===== config.mk =====
export PLATFORM = sky130hd
export DESIGN_NAME = arh_result_regs
export DESIGN_NICKNAME = d
export VERILOG_FILES = /design/src/arh_pkg.sv /design/src/arh_result_regs.sv /design/src/arh_slot.sv
export VERILOG_INCLUDE_DIRS = /design/src
export SDC_FILE = /design/constraint.sdc
export NUM_CORES = 1
export LEC_CHECK = 0
export BUFFER_PORTS_ARGS = -buffer_cell sky130_fd_sc_hd__buf_2
export CORE_UTILIZATION = 53
export DETAILED_ROUTE_END_ITERATION = 16
export GPL_TIMING_DRIVEN = 0
export PLACE_DENSITY = 0.8
export SLEW_MARGIN = 20
export SYNTH_ARGS = -nofsm -noshare
export SYNTH_HDL_FRONTEND = slang
export SYNTH_SLANG_ARGS = --single-unit

===== constraint.sdc =====
create_clock -name clk_in -period 2.2 [get_ports clk_in]
set_input_delay 0.44 -clock clk_in [delete_from_list [all_inputs] [get_ports clk_in]]
set_output_delay 0.44 -clock clk_in [all_outputs]
set_load 0.02 [all_outputs]

===== src/arh_consts.svh =====
// Register offsets, field positions, reset values and sizes of the result holding registers.
`ifndef ARH_CONSTS_SVH
`define ARH_CONSTS_SVH

`define ARH_OFS_SLOT_C     8'h00
`define ARH_OFS_SLOT_D     8'h04
`define ARH_OFS_SLOT_E     8'h08
`define ARH_OFS_SLOT_F     8'h0c
`define ARH_OFS_IRQ_STATUS 8'h10
`define ARH_OFS_IRQ_MASK   8'h14
`define ARH_ADR_W          8
`define ARH_RES_W          10
`define ARH_RES_LSB        6
`define ARH_RES_MSB        15
`define ARH_OVR_BIT        1
`define ARH_HELD_BIT       0
`define ARH_NUM_SLOTS      4
`define ARH_RST_WORD       32'h0000_0000
`define ARH_IRQ_OVR_LSB    4

`endif


===== src/arh_pkg.sv =====
// Types shared by the result holding register block.
package arh_pkg;
    typedef struct packed {
        logic [9:0] value;
        logic       overwrite;
        logic       held;
    } arh_slot_s;

    typedef struct packed {
        logic        cyc;
        logic        stb;
        logic        we;
        logic [3:0]  sel;
        logic [7:0]  adr;
        logic [31:0] dat;
    } arh_wb_req_s;
endpackage


===== src/arh_result_regs.sv =====
// Conversion result holding registers with a classic Wishbone slave and interrupt.
`timescale 1ns/1ps
`include "arh_consts.svh"
module arh_result_regs #(
    parameter int RES_W     = `ARH_RES_W,
    parameter int NUM_SLOTS = `ARH_NUM_SLOTS
) (
    // Clock and reset.
    input  wire logic                     clk_in,
    input  wire logic                     rst_b_in,
    // Wishbone slave.
    input  wire logic                     wb_cyc_in,
    input  wire logic                     wb_stb_in,
    input  wire logic                     wb_we_in,
    input  wire logic [3:0]               wb_sel_in,
    input  wire logic [`ARH_ADR_W-1:0]    wb_adr_in,
    input  wire logic [31:0]              wb_dat_in,
    output logic [31:0]                   wb_dat_out,
    output logic                          wb_ack_out,
    // Converter core write port.
    input  wire logic                     conv_wr_in,
    input  wire logic [1:0]               conv_slot_in,
    input  wire logic [RES_W-1:0]         conv_value_in,
    // Interrupt.
    output logic                          irq_out
);
    if (RES_W != `ARH_RES_W || NUM_SLOTS != `ARH_NUM_SLOTS)
    begin : g_bad_params
        $error("Result width and slot count are fixed by the register layout.");
    end

    typedef struct packed {
        logic [31:0]          dat;
        logic                 ack;
        logic                 irq;
        logic [2*NUM_SLOTS-1:0] status;
        logic [2*NUM_SLOTS-1:0] mask;
    } arh_top_state_s;

    arh_top_state_s state_ff;
    arh_top_state_s nxt_state;

    arh_pkg::arh_wb_req_s req;
    logic [RES_W-1:0]     slot_value [NUM_SLOTS];
    logic [NUM_SLOTS-1:0] slot_held;
    logic [NUM_SLOTS-1:0] slot_ovr;
    logic [NUM_SLOTS-1:0] slot_wr;
    logic [NUM_SLOTS-1:0] slot_rd;
    logic                 access;
    logic                 rd_access;
    logic                 wr_access;
    logic [2*NUM_SLOTS-1:0] status_set;
    logic [2*NUM_SLOTS-1:0] status_clr;
    logic [2*NUM_SLOTS-1:0] wr_bits;

    assign req = '{cyc: wb_cyc_in, stb: wb_stb_in, we: wb_we_in,
                   sel: wb_sel_in, adr: wb_adr_in, dat: wb_dat_in};

    // Each access is answered in the cycle after it is seen; ack falls next cycle.
    assign access    = req.cyc && req.stb && !state_ff.ack;
    assign rd_access = access && !req.we;
    assign wr_access = access && req.we;
    assign wr_bits   = req.dat[2*NUM_SLOTS-1:0];

    genvar gi;
    generate
        for (gi = 0; gi < NUM_SLOTS; gi++)
        begin : g_slot
            // A read with no byte lane selected still counts as a read of the slot.
            assign slot_rd[gi] = rd_access &&
                (req.adr == `ARH_OFS_SLOT_C + 8'(4 * gi));
            assign slot_wr[gi] = conv_wr_in && (conv_slot_in == 2'(gi));
            arh_slot #(
                .RES_W (RES_W)
            ) u_slot (
                .clk_in    (clk_in),
                .rst_b_in  (rst_b_in),
                .wr_in     (slot_wr[gi]),
                .value_in  (conv_value_in),
                .rd_in     (slot_rd[gi]),
                .value_out (slot_value[gi]),
                .held_out  (slot_held[gi]),
                .ovr_out   (slot_ovr[gi])
            );
            assign status_set[gi]             = slot_wr[gi];
            assign status_set[gi + NUM_SLOTS] = slot_wr[gi] && slot_held[gi] && !slot_rd[gi];
        end
    endgenerate

    assign status_clr = (wr_access && req.adr == `ARH_OFS_IRQ_STATUS && req.sel[0])
                        ? wr_bits : '0;

    always_comb
    begin
        nxt_state     = state_ff;
        nxt_state.ack = access;
        nxt_state.dat = `ARH_RST_WORD;
        // Hardware events win over a software clear in the same cycle.
        nxt_state.status = (state_ff.status & ~status_clr) | status_set;
        if (wr_access && req.adr == `ARH_OFS_IRQ_MASK && req.sel[0])
        begin
            nxt_state.mask = wr_bits;
        end
        if (rd_access)
        begin
            unique case (req.adr)
                `ARH_OFS_SLOT_C, `ARH_OFS_SLOT_D, `ARH_OFS_SLOT_E, `ARH_OFS_SLOT_F:
                begin
                    // Writes to slot registers are acknowledged and ignored.
                    nxt_state.dat[`ARH_RES_MSB:`ARH_RES_LSB] = slot_value[req.adr[3:2]];
                    nxt_state.dat[`ARH_OVR_BIT]  = slot_ovr[req.adr[3:2]];
                    nxt_state.dat[`ARH_HELD_BIT] = slot_held[req.adr[3:2]];
                end
                `ARH_OFS_IRQ_STATUS:
                begin
                    nxt_state.dat[2*NUM_SLOTS-1:0] = state_ff.status;
                end
                `ARH_OFS_IRQ_MASK:
                begin
                    nxt_state.dat[2*NUM_SLOTS-1:0] = state_ff.mask;
                end
                default:
                begin
                    nxt_state.dat = `ARH_RST_WORD;
                end
            endcase
        end
        nxt_state.irq = |(nxt_state.status & nxt_state.mask);
    end

    always_ff @(posedge clk_in or negedge rst_b_in)
    begin
        if (!rst_b_in)
        begin
            state_ff <= '0;
        end
        else
        begin
            state_ff <= nxt_state;
        end
    end

    assign wb_dat_out = state_ff.dat;
    assign wb_ack_out = state_ff.ack;
    assign irq_out    = state_ff.irq;
endmodule


===== src/arh_slot.sv =====
// One conversion result slot: value, held flag and overwrite flag.
`timescale 1ns/1ps
`include "arh_consts.svh"
module arh_slot #(
    parameter int RES_W = `ARH_RES_W
) (
    // Clock and reset.
    input  wire logic               clk_in,
    input  wire logic               rst_b_in,
    // Converter side.
    input  wire logic               wr_in,
    input  wire logic [RES_W-1:0]   value_in,
    // Bus side.
    input  wire logic               rd_in,
    // State.
    output logic [RES_W-1:0]        value_out,
    output logic                    held_out,
    output logic                    ovr_out
);
    if (RES_W < 1)
    begin : g_bad_width
        $error("The result must be at least one bit wide.");
    end

    typedef struct packed {
        logic [RES_W-1:0] value;
        logic             held;
        logic             ovr;
    } arh_slot_state_s;

    arh_slot_state_s state_ff;
    arh_slot_state_s nxt_state;

    always_comb
    begin
        nxt_state = state_ff;
        // A write landing in the same cycle as a read wins, so no result is lost.
        if (rd_in)
        begin
            nxt_state.held = 1'b0;
            nxt_state.ovr  = 1'b0;
        end
        if (wr_in)
        begin
            nxt_state.value = value_in;
            nxt_state.held  = 1'b1;
            if (state_ff.held && !rd_in)
            begin
                nxt_state.ovr = 1'b1;
            end
        end
    end

    always_ff @(posedge clk_in or negedge rst_b_in)
    begin
        if (!rst_b_in)
        begin
            state_ff <= '0;
        end
        else
        begin
            state_ff <= nxt_state;
        end
    end

    assign value_out = state_ff.value;
    assign held_out  = state_ff.held;
    assign ovr_out   = state_ff.ovr;
endmodule


== Word level (Yosys, flattened, before mapping) ==
Index checks and enable logic that the tools add are counted.

* Bits in latches: 0
* RAM bits: 0
* Output and inout bits: 34
* Input port bits: 62
* ROM bits: 0
* Word-level logic and storage cells: 100
* Bits in registers: 98
* Memories kept: 0

* Reductions and logical operators: 42
* Order comparisons: 2
* $mul: 0
* Div/mod/pow operators: 0
* Eq/ne operators: 8
* Mux-type cells: 26
* $add $sub $neg: 0
* Bitwise operators: 5
* Shift operators: 0

{| class="wikitable"
|+ Operator list
! cell !! count
|-
| $logic_and 1x1->1 || 28
|-
| $mux 8 || 3
|-
| $bmux 10 s2 || 1
|-
| $mux 10 || 2
|-
| $and 8x8->8 || 2
|-
| $eq 8x4->1 const B || 2
|-
| $eq 8x5->1 const B || 2
|-
| $mux 16 || 1
|-
| $mux 2 || 8
|-
| $pmux 2 s3 || 2
|-
| $eq 8x3->1 const B || 1
|-
| $logic_not 8->1 || 1
|-
| $not 8->8 || 1
|-
| $or 8x8->8 || 1
|-
| $pmux 4 s2 || 1
|-
| $reduce_bool 2->1 || 4
|-
| $reduce_or 8->1 || 1
|-
| $logic_not 1->1 || 6
|-
| $mux 1 || 6
|-
| $bmux 1 s2 || 2
|-
| $eq 2x2->1 const B || 2
|-
| $reduce_or 4->1 || 1
|-
| $ge 3x3->1 const B || 1
|-
| $lt 2x3->1 const B || 1
|-
| 3 further kinds || 3
|}

== Longest topological paths before layout ==
Gate-level depths: netlist of the first run.

* Depth after elaboration: 11
* Depth in mapped cells: 7
* Mapped depth without buffers: 5

== Hierarchy ==
From an unflattened synthesis of the first run, not the netlist that was laid out.

* Cells, all modules: 298
* Area total of the unflattened synthesis: 4,005.1 um^2

{| class="wikitable"
|+ Modules (own cells, without submodules)
! module !! cells an instance !! area each (um^2) !! times used !! sequential area each (um^2)
|-
| arh_result_regs || 190 || 2,103.3 || 1 || 850.8
|-
| arh_slot || 27 || 475.5 || 4 || 300.3
|}

== Worst setup path after synthesis of the first run ==
OpenSTA, ideal clock, no wires.

* Path kind: in2reg
* Start: input wb_adr_in[7]
* End: register state_ff, in the netlist irq_out
* Required time: 2,066 ps
* Path buffers: 1
* Library setup time: 134 ps
* Stages on the path: 6
* Arrival time: 2,206 ps
* Slack: -139 ps
* Path through: or4_1 buf_2 nor4_4 mux2_2 a22oi_1 nand4_1

{| class="wikitable"
|+ RTL lines
! item !! line !! RTL
|-
| start: declaration || arh_result_regs.sv:16 || <nowiki>input wire logic [`ARH_ADR_W-1:0] wb_adr_in,</nowiki>
|-
| end signal: assignment || arh_result_regs.sv:139 || <nowiki>state_ff <= nxt_state;</nowiki>
|-
| end: declaration || arh_result_regs.sv:40 || <nowiki>arh_top_state_s state_ff;</nowiki>
|}

==> results of run 1 <==
## report_power, final
part	switching, mW	internal, mW	leakage, nW	total [mW]
clock	0.532	0.643	0.101	1.18
combinational	0.217	0.190	1.15	0.408
sequential	0.0686	1.63	0.995	1.70
total	0.818	2.47	2.25	3.28
## per-layer routing
layer	part of all wire, %	GRT usage [%]	vias up	wire length [um]
li1	-	-	1310	-
met1	41	33.1	1424	3500
met2	50	39.5	136	4330
met3	7.2	5.43	18	614
met4	1.5	9.24	0	131
met5	0	0	-	0
## per-stage QoR
stage / area [sq um] / hold WS (ns)
floorplan: 3870 / 0.144
finish: 4530 / 0.0590
detailed placement: 4260 / 0.446
global placement: 4240 / 0.453
global route: 4530 / 0.0794
CTS: 4530 / 0.0678
## cell type report
cell class / count / share of cell area, %
Buffer: 49 / 7.12
Clock buffer: 12 / 2.98
Sequential cell: 82 / 45.3
Timing Repair Buffer: 53 / 6.35
Tap cell: 96 / 2.65
Clock inverter: 4 / 1.68
Multi-Input combinational cell: 230 / 33.3
Inverter: 8 / 0.662
## cell usage in the layout (no fill, tap or decap), types with 2 or more instances in the layout
master and count:
nand3b_1 3, a21oi_1 8, nand3_1 5, o21ai_0 3
dfrtp_1 82, clkbuf_8 9, a31oi_1 4, a22oi_1 10
nand2b_1 2, bufinv_16 2, nor4_2 3, buf_2 52
and3b_1 2, or4_1 2, conb_1 16, a22oi_2 2
nand2_1 97, o32ai_1 2, mux2_2 18, mux4_2 12
clkbuf_1 13, nor4_1 3, inv_1 8, nor2_1 15
and2_1 8, buf_4 36
## critical path: stages
cell and delay (ns):
buf_2 0.10, or4_1 0.51, buf_2 0.18, buf_2 0.21, nor2_1 0.53, a22oi_1 0.20, a21oi_1 0.29
## path summary, 6_finish.rpt
check,to,cells past startpoint,startpoint,slack (ns)
max,wb_dat_out[6]$_DFF_PN0_,7,wb_adr_in[7],-0.02
min,g_slot[1].u_slot.value_out[3]$_DFFE_PN0P_,1,rst_b_in,0.06
max reg2reg,irq_out$_DFF_PN0_,6,wb_ack_out$_DFF_PN0_,0.05
min reg2reg,g_slot[2].u_slot.value_out[4]$_DFFE_PN0P_,2,g_slot[2].u_slot.value_out[4]$_DFFE_PN0P_,0.48
max in group asynchronous,wb_dat_out[5]$_DFF_PN0_,2,rst_b_in,1.53
min in group clk_in,state_ff[11]$_DFF_PN0_,2,wb_dat_in[3],0.32
## logic make-up after synthesis
group / after synthesis / synth area share [%]
AOI/OAI and AO/OA: 32 / 5.72
buffers and inverters: 57 / 9.10
DFF: 82 / 53.9
muxes: 30 / 12.4
other: 1 / 0.0985
and+or+nand+nor: 152 / 18.8
## timing repair
action	in CTS	in global routing
hold buffers	0	0
gates resized for setup	8	1
setup buffers	2	0
setup endpoints to repair	9	3
pin swaps	1	0
## sequential cells by signal (all words and copies together) (netlist names)
register and count:
state_ff 16, wb_ack_out 1, wb_dat_out 16, g_slot.u_slot.value_out 40
g_slot.u_slot.ovr_out 4, irq_out 1, g_slot.u_slot.held_out 4
==> reports/results.ini, run 1 <==
[outcome]
status=finished with violations
violations=setup timing

[floorplan]
rows=30
die_w_um=86.8
start_util_pct=55.4
core_sq_um=6870
die_h_um=86.8
io-pin-count=96
die-area_sq_um=7530

[run]
maxCapViolCount=0

[placed_design]
dp_hpwl_um=6030
post-place-ws_ns=-0.427
placed_cells=516
gp_congestion=0.864
port_buffers=50

[drt]
drt-total-wl_um=8580
num_vias=2888
drcViolationCount=0
drt-initial-drc-count=208
avgViaCountPerCell=5.41
dr.pass1.iters=5
wire_per_inst_um=16.1
ant_nets=0

[clock_network]
clk_latency_ns=0.35
cts_tree=done
clock_sinks=82
cts-root-buf=clkbuf_8
cts.clk_slew.worst_paths_ns=0.09
numCtsBuffers=9
clockBufferDepth=2
cts_htree_levels=3

[logic_synthesis]
synth.avg_cell_area_sq_um=10.8
synth_top_area_cell=dfrtp_1
synth_most_common_cell=nand2_1
syn_inst=354
ys_types=39
synth_edf_count=0
async_reset_ff_share_pct=100
synth_top_area_share_pct=53.9
ys_seq_elements=82
synth-warning-count=0
synth.top_cells.by_area=dfrtp_1, nand2_1, mux4_2
ys_seq_area_share_pct=53.9
synthFlopType=dfrtp_1
netlist_top_cells_count=nand2_1, dfrtp_1, buf_4
syn_area_sq_um=3810

[layout]
fin_nets=495
fillers=524
final_util_pct=66.0
n_antenna_cell=0
multi_input_area_sq_um=1510
layout.cells.non_filler=534
syn2layout_area_growth_pct=19.1
register_area_sq_um=2050
drive_gt1_share_pct=33.1

[sta]
fin_worst_skew_ns=0.00735
slew_violations=0
fin_crit_sh_pct=101
setup_viol=1
min_period_ns=2.22
worstMarginPinSlew_ns=0.906
fin_setup_tns_ns=-0.0173
hold_viol_final=0
fmax_mhz=451
layout_setup_ws_ns=-0.0173
max_slew_margin_pct=39.6
rsz0062_at_grt=true

[global_route]
grt_overflow=0
antenna_found_initial=0
grt_usage_pct=24.6
grt_pass1_vias=2831
grt_pass1_wl_um=13800
grt_max_degree=45

[power]
p_per_area_nw_per_um2=724
leakage_nw=2.25
vdd_drop_max_uv=402
total_power_mw=3.28

[setup_path]
crit_required_ns=2.44
worstPathMaxFanout=10
startpoint_type=input port
path_class=in -> reg
critPathCaptureType=register
worstPathArrival_ns=2.45

[worst_hold_path]
hold_path.class=in -> async

Power figures use the tool's default switching activity.
==> run 2: changes to the inputs <==
CORE_ASPECT_RATIO = 2   (was default)
==> run 2 against run 1 <==
- the flow now finishes without violations
- final area increased by 2.4%
- clock power increased by 36%
- utilization increased by 0.87 points
- sequential cell count unchanged
- highest routed layer unchanged
==> reports/results.ini, run 2 (synthesis results as in run 1) <==
[outcome]
status=finished, final reports clean

[drt]
wire_per_inst_um=16.5
avgViaCountPerCell=5.38
drcViolationCount=0
dr.pass1.iters=5
drt-total-wl_um=8670
drt-initial-drc-count=180
ant_nets=0
num_vias=2834

[setup_path]
path_class=in -> reg
startpoint_type=input port
rrSetupSlack_ns=0.05
worst-r2r-cell-count=5
crit_required_ns=2.40
worstPathArrival_ns=2.39
critPathCaptureType=register
worstPathMaxFanout=5
r2r-end=irq_out$_DFF_PN0_
r2r-start=wb_ack_out$_DFF_PN0_

[power]
p_int_mw=2.85
switchingPower_uw=875
clockPowerShare_pct=43.3
leakage_nw=2.31
sw_frac_of_total_pct=23.5
total_power_mw=3.72
p_per_area_nw_per_um2=802
seq_power_share_pct=45.7
vdd_drop_max_uv=548
combPwrFrac_pct=11.0

[floorplan]
io-pin-count=96
core_sq_um=6940
die_h_um=122
start_util_pct=54.9
die_w_um=61.9
die-area_sq_um=7550
rows=43

[placed_design]
place_area_sq_um=4260
dp_hpwl_um=6200
post-place-ws_ns=-0.604
gp_congestion=0.875
port_buffers=50

[sta]
slew_violations=0
worstMarginPinSlew_ns=0.961
layout_setup_ws_ns=0.0110
max_slew_margin_pct=35.9
fin_worst_skew_ns=0.00285
hold_viol_final=0
setup_viol=0
min_period_ns=2.19
fin_crit_sh_pct=99.5
fmax_mhz=457

[run]
maxCapViolCount=0

[layout]
drive_gt1_share_pct=33.4
fillers=503
finalInstanceArea_sq_um=4640
syn2layout_area_growth_pct=21.9
n_antenna_cell=0
final_util_pct=66.9
fin_nets=494
layout_common_cells=nand2_1, dfrtp_1, buf_2, buf_4, mux2_2
final_common_cell=nand2_1
largest_reg_flops=40

[global_route]
grt_overflow=0
grt_usage_pct=27.0
grt_pass1_wl_um=14200
grt_max_degree=54
antenna_found_initial=0
grt_pass1_vias=2979

[clock_network]
cts-root-buf=clkbuf_16
clk_latency_ns=0.34
hold_buffers=0
numCtsBuffers=9
cts_tree=done
clockBufferDepth=2
cts_htree_levels=3
cts.clk_slew.worst_paths_ns=0.06
clock_sinks=82

[worst_hold_path]
hold_path.class=in -> async

[run 2: changes by cell type in the layout (fill, tap and decap cells not counted), moves of 2 or more]
cell / before / now
clkbuf_16: 0 / 9
clkinv_2: 0 / 2
clkbuf_1: 13 / 11
clkbuf_8: 9 / 1
[run 2: cell type report]
| cell class | count | area (sq um) | area share (%) |
|---|---|---|---|
| repair buffers | 52 | 288 | 6.20 |
| clock buffers | 11 | 243 | 5.23 |
| plain buffers | 49 | 320 | 6.90 |
| well taps | 90 | 113 | 2.43 |
| clock inverters | 5 | 77.6 | 1.67 |
| multi-input cells | 230 | 1520 | 32.7 |
| flip-flops and latches | 82 | 2050 | 44.2 |
| inverters | 8 | 30.0 | 0.647 |
[run 2: power by group through the flow]
stage	registers (mW)	clock network (mW)	logic, mW
after floorplan	1.71	0	0.269
after global placement	1.72	0	0.377
after detailed placement	1.73	0	0.403
after CTS	1.70	1.62	0.407
after global routing	1.72	1.68	0.457
final	1.70	1.61	0.409
[run 2: worst max-delay path by stage]
stage,cells past startpoint,slack (ns),end,from
2_1_floorplan,6,-0.006,irq_out$_DFF_PN0_,wb_adr_in[7]
3_3_place_gp,7,-0.57,irq_out$_DFF_PN0_,wb_adr_in[7]
3_5_place_dp,7,-0.60,irq_out$_DFF_PN0_,wb_adr_in[7]
4_1_cts,5,-0.13,irq_out$_DFF_PN0_,wb_ack_out$_DFF_PN0_
5_1_grt,7,-0.01,irq_out$_DFF_PN0_,wb_adr_in[7]
6_report,7,0.01,irq_out$_DFF_PN0_,wb_adr_in[7]
[run 2: stage by stage]
| step | TNS [ns] | hold slack (ns) | cells |
|---|---|---|---|
| after floorplan | -0.00643 | 0.144 | 369 |
| after global placement | -5.45 | 0.451 | 509 |
| after detailed placement | -6.25 | 0.400 | 510 |
| after CTS | -0.126 | 0.0366 | 526 |
| after global routing | -0.00980 | 0.0585 | 527 |
| final | 0 | 0.0320 | 527 |
[run 2: metal layers]
layer	vias up	global-route usage [%]	part of all wire [%]
li1	1318	-	-
met1	1415	28.2	34
met2	79	46.8	58
met3	22	6.37	3.9
met4	0	15.4	3.6
met5	-	0	0
[run 2: worst max-delay path: stages]
cell and delay (ns):
buf_2 0.09, or4_1 0.49, buf_2 0.17, nor4_2 0.60, a31oi_1 0.21, a22oi_2 0.26
nand4_1 0.13
[run 2: repair_timing]
action	4_1_cts	5_1_grt
setup buffers	0	1
pin swaps	0	1
gates resized for setup	2	9
setup endpoints to repair	9	1
==> run 3: changes to the inputs <==
CTS_BUF_LIST = sky130_fd_sc_hd__clkbuf_16   (was default)
SLEW_MARGIN = default   (was 20)
==> run 3 against run 2 <==
- utilization grew 0.23 points
- critical path depth is 2 higher
- register-to-register slack worse by 0.02 ns
- non-clock buffer count grew 3
- count of clock-buffer cells in the layout decreased by 2
- final area increased by 0.35%
- total power down 4.3%
- global-route usage fell by 0.13 points
- sequential share of layout area decreased by 0.15 points
- die area is the same
==> reports/results.ini, run 3 (synthesis results as in run 1) <==
[layout]
n_antenna_cell=0
fillers=528
syn2layout_area_growth_pct=22.3
multi_input_area_sq_um=1530
final_common_cell=nand2_1
drive_gt1_share_pct=33.4
register_area_sq_um=2050
largest_reg_flops=40
final_util_pct=67.1
fin_nets=497
layout_common_cells=nand2_1, dfrtp_1, buf_2, buf_4, mux2_2

[global_route]
grt_pass1_vias=3058
grt_usage_pct=26.9
grt_pass1_wl_um=14200
grt_max_degree=71
antenna_found_initial=0
grt_overflow=0

[drt]
drt-total-wl_um=8850
drcViolationCount=0
dr.pass1.iters=4
ant_nets=0
drt-initial-drc-count=117
num_vias=2897
wl_met2_um=5100
wire_per_inst_um=16.7
met3WireLength_um=394
wl_met1_um=2990
top_layer_used=met4
avgViaCountPerCell=5.47

[setup_path]
worst-r2r-cell-count=5
worstPathMaxFanout=8
rrSetupSlack_ns=0.03
path_class=in -> reg
r2r-start=wb_ack_out$_DFF_PN0_
path_cells=buf_2 > or4_4 > buf_6 > nor4_4 > buf_6 > buf_4 > mux2_2 > a22oi_2 > nand4_1
max_stage_delay_ns=0.52
worstPathArrival_ns=2.40
startpoint_type=input port
slowest_stage=or4_4
critPathCaptureType=register
crit_required_ns=2.41
r2r-end=irq_out$_DFF_PN0_
path_common_cell=buf_6

[sta]
fin_crit_sh_pct=99.4
hold_viol_final=0
fmax_mhz=457
fin_worst_skew_ns=0.00624
min_period_ns=2.19
max_slew_margin_pct=34.5
holdWs_ns=0.326
layout_setup_ws_ns=0.0123
setup_viol=0
slew_violations=0
fin_setup_tns_ns=0
worstMarginPinSlew_ns=0.982

[floorplan]
io-pin-count=96
start_util_pct=54.9
die_h_um=122
core_sq_um=6940
rows=43
die_w_um=61.9
die-area_sq_um=7550

[clock_network]
cts_htree_levels=3
clockBufferDepth=2
clk_latency_ns=0.34
numCtsBuffers=9
cts_tree=done
clock_sinks=82
cts-root-buf=clkbuf_16
cts.clk_slew.worst_paths_ns=0.06

[worst_hold_path]
min_from=wb_dat_in[0]
hold_path.class=in -> reg
worstHoldEndpoint=state_ff[8]$_DFF_PN0_
min_path_cells=2

[placed_design]
dp_hpwl_um=6230
post-place-ws_ns=-0.570
gp_congestion=0.875
port_buffers=50

[power]
total_power_mw=3.56
vdd_drop_max_uv=649
p_per_area_nw_per_um2=765
leakage_nw=2.32

[outcome]
status=finished, final reports clean

[run]
maxCapViolCount=0

[run 3: critical path, delay by kind of cell]
| family | cells | cell delay, ns |
|---|---|---|
| muxes | 1 | 0.35 |
| and+or+nand+nor | 3 | 0.89 |
| AOI/OAI and AO/OA | 1 | 0.17 |
| buffers and inverters | 4 | 0.54 |
[run 3: repair_timing]
action	in CTS	in global routing
setup endpoints to repair	9	1
hold buffers	1	0
pin swaps	0	3
endpoints found under the hold margin	12	0
setup buffers	0	3
gates resized for setup	4	15
[run 3: cell type report]
cell class              count  share of cell area [%]
flip-flops and latches     82                    44.1
multi-input cells         230                    32.9
plain buffers              49                    7.06
repair buffers             55                    6.80
clock buffers               9                    4.83
well taps                  90                    2.42
clock inverters             7                    1.32
inverters                   8                   0.645
[run 3: power breakdown]
| part | internal (mW) | total [mW] | switching [mW] |
|---|---|---|---|
| combinational | 0.194 | 0.414 | 0.220 |
| sequential | 1.64 | 1.70 | 0.0650 |
| clock | 0.864 | 1.45 | 0.583 |
| total | 2.69 | 3.56 | 0.868 |
[run 3: worst max-delay path by stage]
| stage | slack (ns) | end | from | depth (start not counted) |
|---|---|---|---|---|
| finish | 0.01 | irq_out$_DFF_PN0_ | wb_adr_in[7] | 9 |
| floorplan | -0.006 | irq_out$_DFF_PN0_ | wb_adr_in[7] | 6 |
| detailed placement | -0.57 | irq_out$_DFF_PN0_ | wb_adr_in[7] | 7 |
| CTS | -0.13 | irq_out$_DFF_PN0_ | wb_ack_out$_DFF_PN0_ | 5 |
| global placement | -0.57 | irq_out$_DFF_PN0_ | wb_adr_in[7] | 7 |
| global route | -0.02 | irq_out$_DFF_PN0_ | wb_adr_in[7] | 9 |
[run 3: metal layers]
layer  global-route usage (%)  vias to the layer above
li1                         -                     1321
met1                     27.6                     1445
met2                     45.2                      100
met3                     7.32                       31
met4                     17.8                        0
met5                        0                        -
[run 3: per-stage QoR]
stage | cells | area [sq um]
finish | 530 | 4660
global route | 530 | 4660
CTS | 527 | 4590
detailed placement | 510 | 4260
global placement | 509 | 4230
floorplan | 369 | 3870
